### src/gdl_defines.svh
// register indices, reset values, field positions and codes of the loop configuration bank
`ifndef GDL_DEFINES_SVH
`define GDL_DEFINES_SVH

// register indices; the wishbone byte address is four times the index
`define GDL_IDX_DLY_1_TO_4 6'h33
`define GDL_IDX_DLY_5_TO_8 6'h34
`define GDL_IDX_SLEW_1_2 6'h35
`define GDL_IDX_W 6
`define GDL_ADR_W 8
`define GDL_ADR_IDX_HI 7
`define GDL_ADR_IDX_LO 2
`define GDL_ADR_ALIGN_HI 1
`define GDL_ALIGN_OK 2'h0

// reset values
`define GDL_RST_DLY 8'h11
`define GDL_RST_SLEW 8'h23
// field reset values, kept in step with the register resets above
`define GDL_RST_DLY_GAIN 2'h1
`define GDL_RST_SLEW_GAIN 2'h3
`define GDL_RST_SLEW_TT 4'h2

// delay-loop nibble layout, relative to the nibble
`define GDL_NIB_W 4
`define GDL_NIB_EN 3
`define GDL_NIB_ERR 2
`define GDL_NIB_GAIN_HI 1
`define GDL_NIB_GAIN_LO 0
`define GDL_DLY_REGS 2
`define GDL_DLY_PAIRS 4

// slew register layout
`define GDL_SLEW_TT_HI 7
`define GDL_SLEW_TT_LO 4
`define GDL_SLEW_EN 3
`define GDL_SLEW_ERR 2
`define GDL_SLEW_GAIN_HI 1
`define GDL_SLEW_GAIN_LO 0

// gain code 00..11 means gain 1..4
`define GDL_GAIN_BASE 3'h1

// number of registers in the bank, for the update strobes
`define GDL_NUM_REGS 3
`define GDL_UPD_DLY_1_TO_4 0
`define GDL_UPD_DLY_5_TO_8 1
`define GDL_UPD_SLEW_1_2 2

`endif

### src/gdl_pkg.sv
// types and transition-time table of the loop configuration bank
package gdl_pkg;

  typedef logic [7:0] gdl_byte_t;
  typedef logic [1:0] gdl_gain_code_t;
  typedef logic [2:0] gdl_gain_t;
  typedef logic [3:0] gdl_tt_code_t;
  typedef logic [13:0] gdl_time_ns_t;

  // bus-slave states, one-hot
  typedef enum logic [1:0] {
    GDL_ST_IDLE = 2'h1,
    GDL_ST_ACK = 2'h2
  } gdl_state_e;

  // error-limit mode of a loop
  typedef enum logic {
    GDL_ERR_ONE_BIT = 1'h0,
    GDL_ERR_ACTUAL = 1'h1
  } gdl_err_mode_e;

  // target switch-node transition time in ns, indexed by code
  localparam gdl_time_ns_t GDL_TT_NS [16] = '{
    14'h015E, 14'h0230, 14'h0302, 14'h03D4, 14'h0532, 14'h0690, 14'h07EE, 14'h0992,
    14'h0B7C, 14'h0F96, 14'h136A, 14'h173E, 14'h1F2C, 14'h26D4, 14'h2EC2, 14'h3E58
  };

endpackage

### src/gdl_reg_if.sv
// carrier between the wishbone slave and the register bank
`timescale 1ns/1ps
`include "gdl_defines.svh"

interface gdl_reg_if;
  logic wr_stb;
  logic [`GDL_IDX_W-1:0] idx;
  logic [7:0] wdata;
  logic [7:0] rdata;
  logic hit;

  modport bus (
    output wr_stb,
    output idx,
    output wdata,
    input rdata,
    input hit
  );

  modport bank (
    input wr_stb,
    input idx,
    input wdata,
    output rdata,
    output hit
  );
endinterface

### src/gdl_loop_cfg_regs.sv
// loop configuration register bank for the delay-reduction and slew-time loops
//
// What this block does
// - register 33h, reset 11h, high nibble pair 1-2, low nibble pair 3-4.
// - register 34h, reset 11h, high nibble pair 5-6, low nibble pair 7-8.
// - nibble top bit enables the delay loop of its pair; resets off.
// - nibble bit 2 picks error mode: zero one-bit, one actual; resets zero.
// - nibble gain field codes 00..11 give gains 1..4; resets 01b.
// - register 35h, reset 23h, slew loop configuration of pair 1-2.
// - slew bits 7-4 select transition time, codes 0..7 0.35..2.45 us; reset 0010b.
// - codes 1000b..1111b except 1011b give 2.94 through 15.96 us.
// - code 1011b selects 5.95 us.
// - slew bit 3 enables the slew loop of pair 1-2; resets off.
// - slew bit 2 picks error mode: zero one-bit, one actual; resets zero.
// - slew gain field codes 00..11 give gains 1..4; resets 11b.
//
// The Wishbone slave port was left to the implementer.
`timescale 1ns/1ps
`include "gdl_defines.svh"

module gdl_loop_cfg_regs (
  input wire logic clk_i,
  input wire logic rst_i,
  // classic wishbone slave
  input wire logic wb_cyc_i,
  input wire logic wb_stb_i,
  input wire logic wb_we_i,
  input wire logic [`GDL_ADR_W-1:0] wb_adr_i,
  input wire logic [3:0] wb_sel_i,
  input wire logic [31:0] wb_dat_i,
  output logic [31:0] wb_dat_o,
  output logic wb_ack_o,
  // delay-reduction loops, index 0 = pair 1-2 ... index 3 = pair 7-8
  output logic [3:0] delay_loop_enable_o,
  output logic [3:0] delay_loop_error_mode_o,
  output logic [7:0] delay_loop_gain_code_o,
  output logic [11:0] delay_loop_gain_o,
  // slew-time loop of pair 1-2
  output logic slew_loop_enable_pair_1_2_o,
  output logic slew_loop_error_mode_pair_1_2_o,
  output logic [1:0] slew_loop_gain_code_pair_1_2_o,
  output logic [2:0] slew_loop_gain_pair_1_2_o,
  output logic [3:0] slew_time_code_pair_1_2_o,
  output logic [13:0] slew_time_ns_pair_1_2_o,
  // one-cycle strobe per register after a write, so loops can reload
  output logic [2:0] cfg_update_o
);

  gdl_reg_if rif ();

  gdl_pkg::gdl_byte_t dly_q [`GDL_DLY_REGS];
  gdl_pkg::gdl_byte_t dly_d [`GDL_DLY_REGS];
  gdl_pkg::gdl_byte_t slew_q, slew_d;
  logic [2:0] upd_q, upd_d;
  gdl_pkg::gdl_time_ns_t tt_ns_q, tt_ns_d;
  gdl_pkg::gdl_gain_t slew_gain_q, slew_gain_d;
  logic [13:0] tt_lut_ns;
  logic wr_dly_a, wr_dly_b, wr_slew;

  gdl_wb_slave u_bus (
    .clk_i(clk_i),
    .rst_i(rst_i),
    .wb_cyc_i(wb_cyc_i),
    .wb_stb_i(wb_stb_i),
    .wb_we_i(wb_we_i),
    .wb_adr_i(wb_adr_i),
    .wb_sel_i(wb_sel_i),
    .wb_dat_i(wb_dat_i),
    .wb_dat_o(wb_dat_o),
    .wb_ack_o(wb_ack_o),
    .rif(rif.bus)
  );

  // address decode
  assign wr_dly_a = rif.wr_stb & (rif.idx == `GDL_IDX_DLY_1_TO_4);
  assign wr_dly_b = rif.wr_stb & (rif.idx == `GDL_IDX_DLY_5_TO_8);
  assign wr_slew = rif.wr_stb & (rif.idx == `GDL_IDX_SLEW_1_2);

  // read mux; all three registers read back what was written, full byte
  always_comb
  begin
    rif.hit = 1'b1;
    case (rif.idx)
      `GDL_IDX_DLY_1_TO_4: rif.rdata = dly_q[0];
      `GDL_IDX_DLY_5_TO_8: rif.rdata = dly_q[1];
      `GDL_IDX_SLEW_1_2: rif.rdata = slew_q;
      default:
      begin
        rif.rdata = 8'h00;
        rif.hit = 1'b0;
      end
    endcase
  end

  // register next values
  always_comb
  begin
    dly_d[0] = dly_q[0];
    dly_d[1] = dly_q[1];
    slew_d = slew_q;
    if (wr_dly_a)
      dly_d[0] = rif.wdata;
    if (wr_dly_b)
      dly_d[1] = rif.wdata;
    if (wr_slew)
      slew_d = rif.wdata;
  end

  // reset values give: loops off, one-bit error, delay gain 2, slew gain 4, 0.77 us
  always_ff @(posedge clk_i)
  begin
    if (rst_i)
    begin
      dly_q[0] <= `GDL_RST_DLY;
      dly_q[1] <= `GDL_RST_DLY;
      slew_q <= `GDL_RST_SLEW;
    end
    else
    begin
      dly_q[0] <= dly_d[0];
      dly_q[1] <= dly_d[1];
      slew_q <= slew_d;
    end
  end

  // update strobes follow the write by one edge, when raw field outputs show it; decoded gain and time lag one more edge
  always_comb
  begin
    upd_d = 3'h0;
    upd_d[`GDL_UPD_DLY_1_TO_4] = wr_dly_a;
    upd_d[`GDL_UPD_DLY_5_TO_8] = wr_dly_b;
    upd_d[`GDL_UPD_SLEW_1_2] = wr_slew;
  end

  always_ff @(posedge clk_i)
  begin
    if (rst_i)
      upd_q <= 3'h0;
    else
      upd_q <= upd_d;
  end

  assign cfg_update_o = upd_q;

  // per-pair field extraction; even pairs take the high nibble of their register
  genvar p;
  generate
    for (p = 0; p < `GDL_DLY_PAIRS; p++)
    begin : g_pair
      logic [`GDL_NIB_W-1:0] nib;
      gdl_pkg::gdl_gain_t gain_q, gain_d;

      if ((p % 2) == 0)
      begin : g_hi
        assign nib = dly_q[p/2][`GDL_NIB_W +: `GDL_NIB_W];
      end
      else
      begin : g_lo
        assign nib = dly_q[p/2][0 +: `GDL_NIB_W];
      end

      assign delay_loop_enable_o[p] = nib[`GDL_NIB_EN];
      assign delay_loop_error_mode_o[p] = nib[`GDL_NIB_ERR];
      assign delay_loop_gain_code_o[2*p+1:2*p] = nib[`GDL_NIB_GAIN_HI:`GDL_NIB_GAIN_LO];

      // decoded gain is registered so it arrives one edge after the code
      always_comb
      begin
        gain_d = 3'(nib[`GDL_NIB_GAIN_HI:`GDL_NIB_GAIN_LO]) + `GDL_GAIN_BASE;
      end

      always_ff @(posedge clk_i)
      begin
        if (rst_i)
          gain_q <= 3'(`GDL_RST_DLY_GAIN) + `GDL_GAIN_BASE;
        else
          gain_q <= gain_d;
      end

      assign delay_loop_gain_o[3*p+2:3*p] = gain_q;
    end
  endgenerate

  // slew-time loop fields
  assign slew_loop_enable_pair_1_2_o = slew_q[`GDL_SLEW_EN];
  assign slew_loop_error_mode_pair_1_2_o = slew_q[`GDL_SLEW_ERR];
  assign slew_loop_gain_code_pair_1_2_o = slew_q[`GDL_SLEW_GAIN_HI:`GDL_SLEW_GAIN_LO];
  assign slew_time_code_pair_1_2_o = slew_q[`GDL_SLEW_TT_HI:`GDL_SLEW_TT_LO];

  gdl_slew_time_lut u_tt (
    .code_i(slew_q[`GDL_SLEW_TT_HI:`GDL_SLEW_TT_LO]),
    .time_ns_o(tt_lut_ns)
  );

  // decoded time and gain are registered, one edge behind the raw fields
  always_comb
  begin
    tt_ns_d = tt_lut_ns;
    slew_gain_d = 3'(slew_q[`GDL_SLEW_GAIN_HI:`GDL_SLEW_GAIN_LO]) + `GDL_GAIN_BASE;
  end

  always_ff @(posedge clk_i)
  begin
    if (rst_i)
    begin
      tt_ns_q <= gdl_pkg::GDL_TT_NS[`GDL_RST_SLEW_TT];
      slew_gain_q <= 3'(`GDL_RST_SLEW_GAIN) + `GDL_GAIN_BASE;
    end
    else
    begin
      tt_ns_q <= tt_ns_d;
      slew_gain_q <= slew_gain_d;
    end
  end

  assign slew_time_ns_pair_1_2_o = tt_ns_q;
  assign slew_loop_gain_pair_1_2_o = slew_gain_q;

endmodule // gdl_loop_cfg_regs

### src/gdl_wb_slave.sv
// classic wishbone slave: one wait state, registered read data
`timescale 1ns/1ps
`include "gdl_defines.svh"

module gdl_wb_slave (
  input wire logic clk_i,
  input wire logic rst_i,
  input wire logic wb_cyc_i,
  input wire logic wb_stb_i,
  input wire logic wb_we_i,
  input wire logic [`GDL_ADR_W-1:0] wb_adr_i,
  input wire logic [3:0] wb_sel_i,
  input wire logic [31:0] wb_dat_i,
  output logic [31:0] wb_dat_o,
  output logic wb_ack_o,
  gdl_reg_if.bus rif
);

  gdl_pkg::gdl_state_e state_q, state_d;
  logic [31:0] dat_q, dat_d;
  logic req;
  logic aligned;

  assign req = wb_cyc_i & wb_stb_i;
  assign aligned = (wb_adr_i[`GDL_ADR_ALIGN_HI:0] == `GDL_ALIGN_OK);
  assign rif.idx = wb_adr_i[`GDL_ADR_IDX_HI:`GDL_ADR_IDX_LO];
  assign rif.wdata = wb_dat_i[7:0];
  // write lands on the edge where the master sees ack; only lane 0 carries data
  assign rif.wr_stb = (state_q == gdl_pkg::GDL_ST_ACK) & req & wb_we_i & wb_sel_i[0]
                      & aligned & rif.hit;
  assign wb_ack_o = (state_q == gdl_pkg::GDL_ST_ACK);
  assign wb_dat_o = dat_q;

  always_comb
  begin
    state_d = state_q;
    dat_d = dat_q;
    case (state_q)
      gdl_pkg::GDL_ST_IDLE:
      begin
        if (req)
        begin
          state_d = gdl_pkg::GDL_ST_ACK;
          // unmapped or misaligned reads return zero and are still acked
          dat_d = (rif.hit & aligned & ~wb_we_i) ? {24'h000000, rif.rdata} : 32'h00000000;
        end
      end
      gdl_pkg::GDL_ST_ACK:
        state_d = gdl_pkg::GDL_ST_IDLE;
      default:
        state_d = gdl_pkg::GDL_ST_IDLE;
    endcase
  end

  always_ff @(posedge clk_i)
  begin
    if (rst_i)
    begin
      state_q <= gdl_pkg::GDL_ST_IDLE;
      dat_q <= 32'h00000000;
    end
    else
    begin
      state_q <= state_d;
      dat_q <= dat_d;
    end
  end

endmodule // gdl_wb_slave

### src/gdl_slew_time_lut.sv
// transition-time code to target time in ns
`timescale 1ns/1ps

module gdl_slew_time_lut (
  input wire logic [3:0] code_i,
  output logic [13:0] time_ns_o
);

  // all sixteen codes are defined, so no fallback value is needed
  assign time_ns_o = gdl_pkg::GDL_TT_NS[code_i];

endmodule // gdl_slew_time_lut

### config.mk
export PLATFORM = sky130hd
export DESIGN_NAME = gdl_loop_cfg_regs
export DESIGN_NICKNAME = d
export VERILOG_FILES = /design/src/gdl_pkg.sv /design/src/gdl_reg_if.sv /design/src/gdl_loop_cfg_regs.sv /design/src/gdl_wb_slave.sv /design/src/gdl_slew_time_lut.sv
export VERILOG_INCLUDE_DIRS = /design/src
export SDC_FILE = /design/constraint.sdc
export NUM_CORES = 1
export LEC_CHECK = 0
export BUFFER_PORTS_ARGS = -buffer_cell sky130_fd_sc_hd__buf_2
export CORE_MARGIN = 2
export CORE_UTILIZATION = 46
export DETAILED_ROUTE_END_ITERATION = 7
export MAX_ROUTING_LAYER = met4
export PLACE_DENSITY = 0.86
export REMOVE_ABC_BUFFERS = 1
export SETUP_SLACK_MARGIN = 0.02
export SYNTH_ARGS = -nofsm -noshare
export SYNTH_HDL_FRONTEND = slang
export SYNTH_SLANG_ARGS = --single-unit
### constraint.sdc
create_clock -name clk_i -period 2 [get_ports clk_i]
set_input_delay 0.3 -clock clk_i [delete_from_list [all_inputs] [get_ports clk_i]]
set_output_delay 0.3 -clock clk_i [all_outputs]
set_load 0.02 [all_outputs]
==> impl_metrics.py <==
metrics = {
    "synthesis": {
        "synth_seq_cells": 65,
        "ys_dominant_reg_cell": "dfxtp_1",
        "post_synth_inst_count": 317,
        "synth_top_area_share_pct": 43.97,
        "ys.warnings.count": 0,
        "ys_seq_area_share_pct": 43.97,
        "ys_types": 36,
        "synth_top_cells_by_area": "dfxtp_1, mux2i_1, buf_4",
        "post_synth_instance_area_um2": 2959,
        "synth.top_cells.by_count": "dfxtp_1, mux2i_1, nor2_1, buf_4, nand2b_1",
        "synth_area_per_cell_um2": 9.335,
        "yosysMostFrequentCell": "dfxtp_1",
        "synthDominantAreaCellType": "dfxtp_1",
        "postSynth.asyncResetShare_pct": 0,
        "edff_count_synth": 0,
    },
    "global_routing": {
        "grt_first_pass_wirelength_um": 10740,
        "met2_usage_pct": 30.52,
        "grt_overflow_total": 0,
        "grt.busiest_layer": "met2",
        "grt_antenna_before_repair": 0,
        "grt_max_degree": 33,
        "grt_pass1_vias": 2228,
        "met1_capacity_usage_during_global_routing_pct": 24.06,
        "gr-usage-all-layers_pct": 19.49,
        "grt_met3_use_pct": 3.835,
    },
    "sta": {
        "totalNegativeSetupSlack_ns": 0,
        "unrepaired_setup_endpoints_after_global_routing": "false",
        "timing.final.crit_share_pct": 84.66,
        "timing_hold_violations_final": 0,
        "final_period_minus_worst_setup_slack_ns": 1.693,
        "count_of_final_setup_violators": 0,
        "maximum_clock_frequency_ghz": 0.5906,
        "finalHoldWorstSlack_ns": 0.1994,
        "clock-skew-final_ns": 0.009693,
        "worstMarginPinSlew_ns": 0.7105,
        "slew_headroom_pct": 52.57,
        "timing_max_transition_violations_final": 0,
    },
    "min_path": {
        "path_class_of_the_lowest_slack_min_delay_path": "in -> reg",
    },
    "setup_path": {
        "crit_required_ns": 2.20,
        "critPathMaxFanout": 11,
        "timing.critical_path.arrival_ns": 1.89,
        "end_kind": "flop",
        "setup.worst_path.start_class": "flop",
        "worstSetupPathType": "reg -> reg",
    },
    "die": {
        "start_util_pct": 47.14,
        "die_width_um": 84.21,
        "die_area_um2": 7090,
        "core_um2": 6277,
        "chipHeight_um": 84.21,
        "rows": 29,
        "ioPinCount": 138,
    },
    "cells_and_area": {
        "antennaDiodeCount": 0,
        "finalNetCount": 468,
        "final_instance_area_um2": 3635,
        "drive_above_1_share_pct": 29.61,
        "area_delta_synth_final_pct": 22.83,
        "stdcell_count": 489,
    },
    "power_and_ir_drop": {
        "total_power_w": 0.002677,
        "pwr_density_cell_nw_per_um2": 736.6,
        "comb_power_share_pct": 5.8,
        "sw_frac_of_total_pct": 22.35,
        "seq_power_share_pct": 48.4,
        "worst_ir_drop_vdd_v": 0.0004503,
        "power_report.internal_total_w": 0.002079,
        "p_leak_nw": 1.670,
        "switchingPower_w": 0.0005985,
        "p_clk_share_pct": 45.8,
    },
    "placement": {
        "hpwl_after_dpl_um": 4825,
        "port-buffer-count": 85,
        "place_area_um2": 3415,
        "placed_cells": 473,
        "gp_routability_congestion": 0.8653,
    },
    "clock_network": {
        "cts_buffer_depth": 2,
        "cts_num_sinks": 65,
        "post_cts_buffers": 0,
        "root_buffer": "clkbuf_8",
        "ctsHoldBuffers": 0,
        "htree_levels": 3,
        "clk_pin_slew_worst_paths_ns": 0.07,
        "number_of_buffers_inserted_during_clock_tree_synthesis": 9,
        "ctsResizeCount": 0,
        "tritoncts": "done",
        "clk_latency_ns": 0.33,
    },
    "routing": {
        "detailedRoute.firstIterationViolations": 119,
        "drtPass1Iterations": 4,
        "totalWireLength_um": 6539,
        "ant_nets": 0,
        "detailroute.via_count": 2422,
        "detail_route.drc_violations": 0,
        "vias_per_cell": 4.953,
        "route.detailed.wl_per_inst_um": 13.37,
    },
    "outcome": {
        "outcome": "completed",
    },
    "run": {
        "maxCapViolations": 0,
    },
}
-- per-layer routing --
| layer | wire [µm] | part of all wire (%) | vias up |
|---|---|---|---|
| li1 | - | - | 1185 |
| met2 | 3109 | 48 | 101 |
| met1 | 2811 | 43 | 1125 |
| met4 | 163 | 2.5 | 0 |
| met3 | 455 | 7.0 | 11 |
| met5 | 0 | 0 | - |
-- logic make-up (layout without fill, tap and decap cells) --
kind of cell               count (synthesis)  in the layout  synth area share [%]
and+or+nand+nor                          111            111                 21.69
DFF                                       65             65                 43.97
buffers and inverters                     55            126                 10.27
AOI/OAI and AO/OA                         43             43                 8.710
muxes                                     30             30                 10.15
adders and majority gates                 12             12                 5.074
other                                      1             25                0.1267
-- cells in the final DEF (no fill, tap or decap), types with 2 or more instances in the layout --
cell type   n
buf_2      85
dfxtp_1    65
nor2_1     30
mux2i_1    30
conb_1     25
nand2b_1   23
nor3_1     16
nand2_1    15
a21oi_1    15
inv_1      14
ha_1       12
o21ai_0    11
clkbuf_8   10
buf_4      10
nor2b_1     8
o21ai_1     8
or2_2       5
a211oi_1    4
nand3b_4    2
o31ai_1     2
clkinv_2    2
bufinv_16   2
-- power by group through the flow --
stage	clock network [W]	registers, W	logic [W]
floorplan	0	0.00133	0.0000838
global placement	0	0.00133	0.000152
detailed placement	0	0.00133	0.000154
CTS	0.00125	0.00130	0.000154
global route	0.00132	0.00130	0.000167
finish	0.00123	0.00130	0.000155
-- sequential cells by signal (all words and copies together) (netlist names) --
signal and count:
dly_q 16, slew_time_ns_pair_1_2_o 13, g_pair.gain_q 12, slew_q 8, u_bus.wb_dat_o 8, cfg_update_o 3
slew_loop_gain_pair_1_2_o 3, u_bus.state_q 2
-- area by class of cell --
class / count / area [µm²]
Clock inverter: 5 / 78.83
Multi-Input combinational cell: 221 / 1444
Tap cell: 77 / 96.34
Timing Repair Buffer: 96 / 520.5
Fill cell: 538 / 2643
Clock buffer: 11 / 141.4
Sequential cell: 65 / 1301
Inverter: 14 / 52.55
-- worst max-delay path: stages, from the launching register on --
cell and delay (ns):
dfxtp_1 0.53, inv_1 0.16, ha_1 0.34, nand2b_1 0.15, o21ai_0 0.11, a21oi_1 0.21, nor2_1 0.05
-- path summary, 6_finish.rpt --
path                          start                    endpoint  slack, ns  cells past startpoint
setup / recovery          slew_q[5]  slew_time_ns_pair_1_2_o[3]       0.31                      6
hold / removal          wb_dat_i[0]                 dly_q[0][0]       0.20                      3
setup reg to reg          slew_q[5]  slew_time_ns_pair_1_2_o[3]       0.31                      6
hold reg to reg   u_bus.wb_dat_o[7]           u_bus.wb_dat_o[7]       0.46                      2
-- stage by stage --
stage | utilization (%) | worst slack [ns]
CTS | 57.90 | 0.3043
global placement | 54.40 | 0.2554
floorplan | - | 0.3790
finish | 57.90 | 0.3067
detailed placement | 54.40 | 0.1653
global route | 57.90 | 0.1898
(Power assumes the default switching activity.)
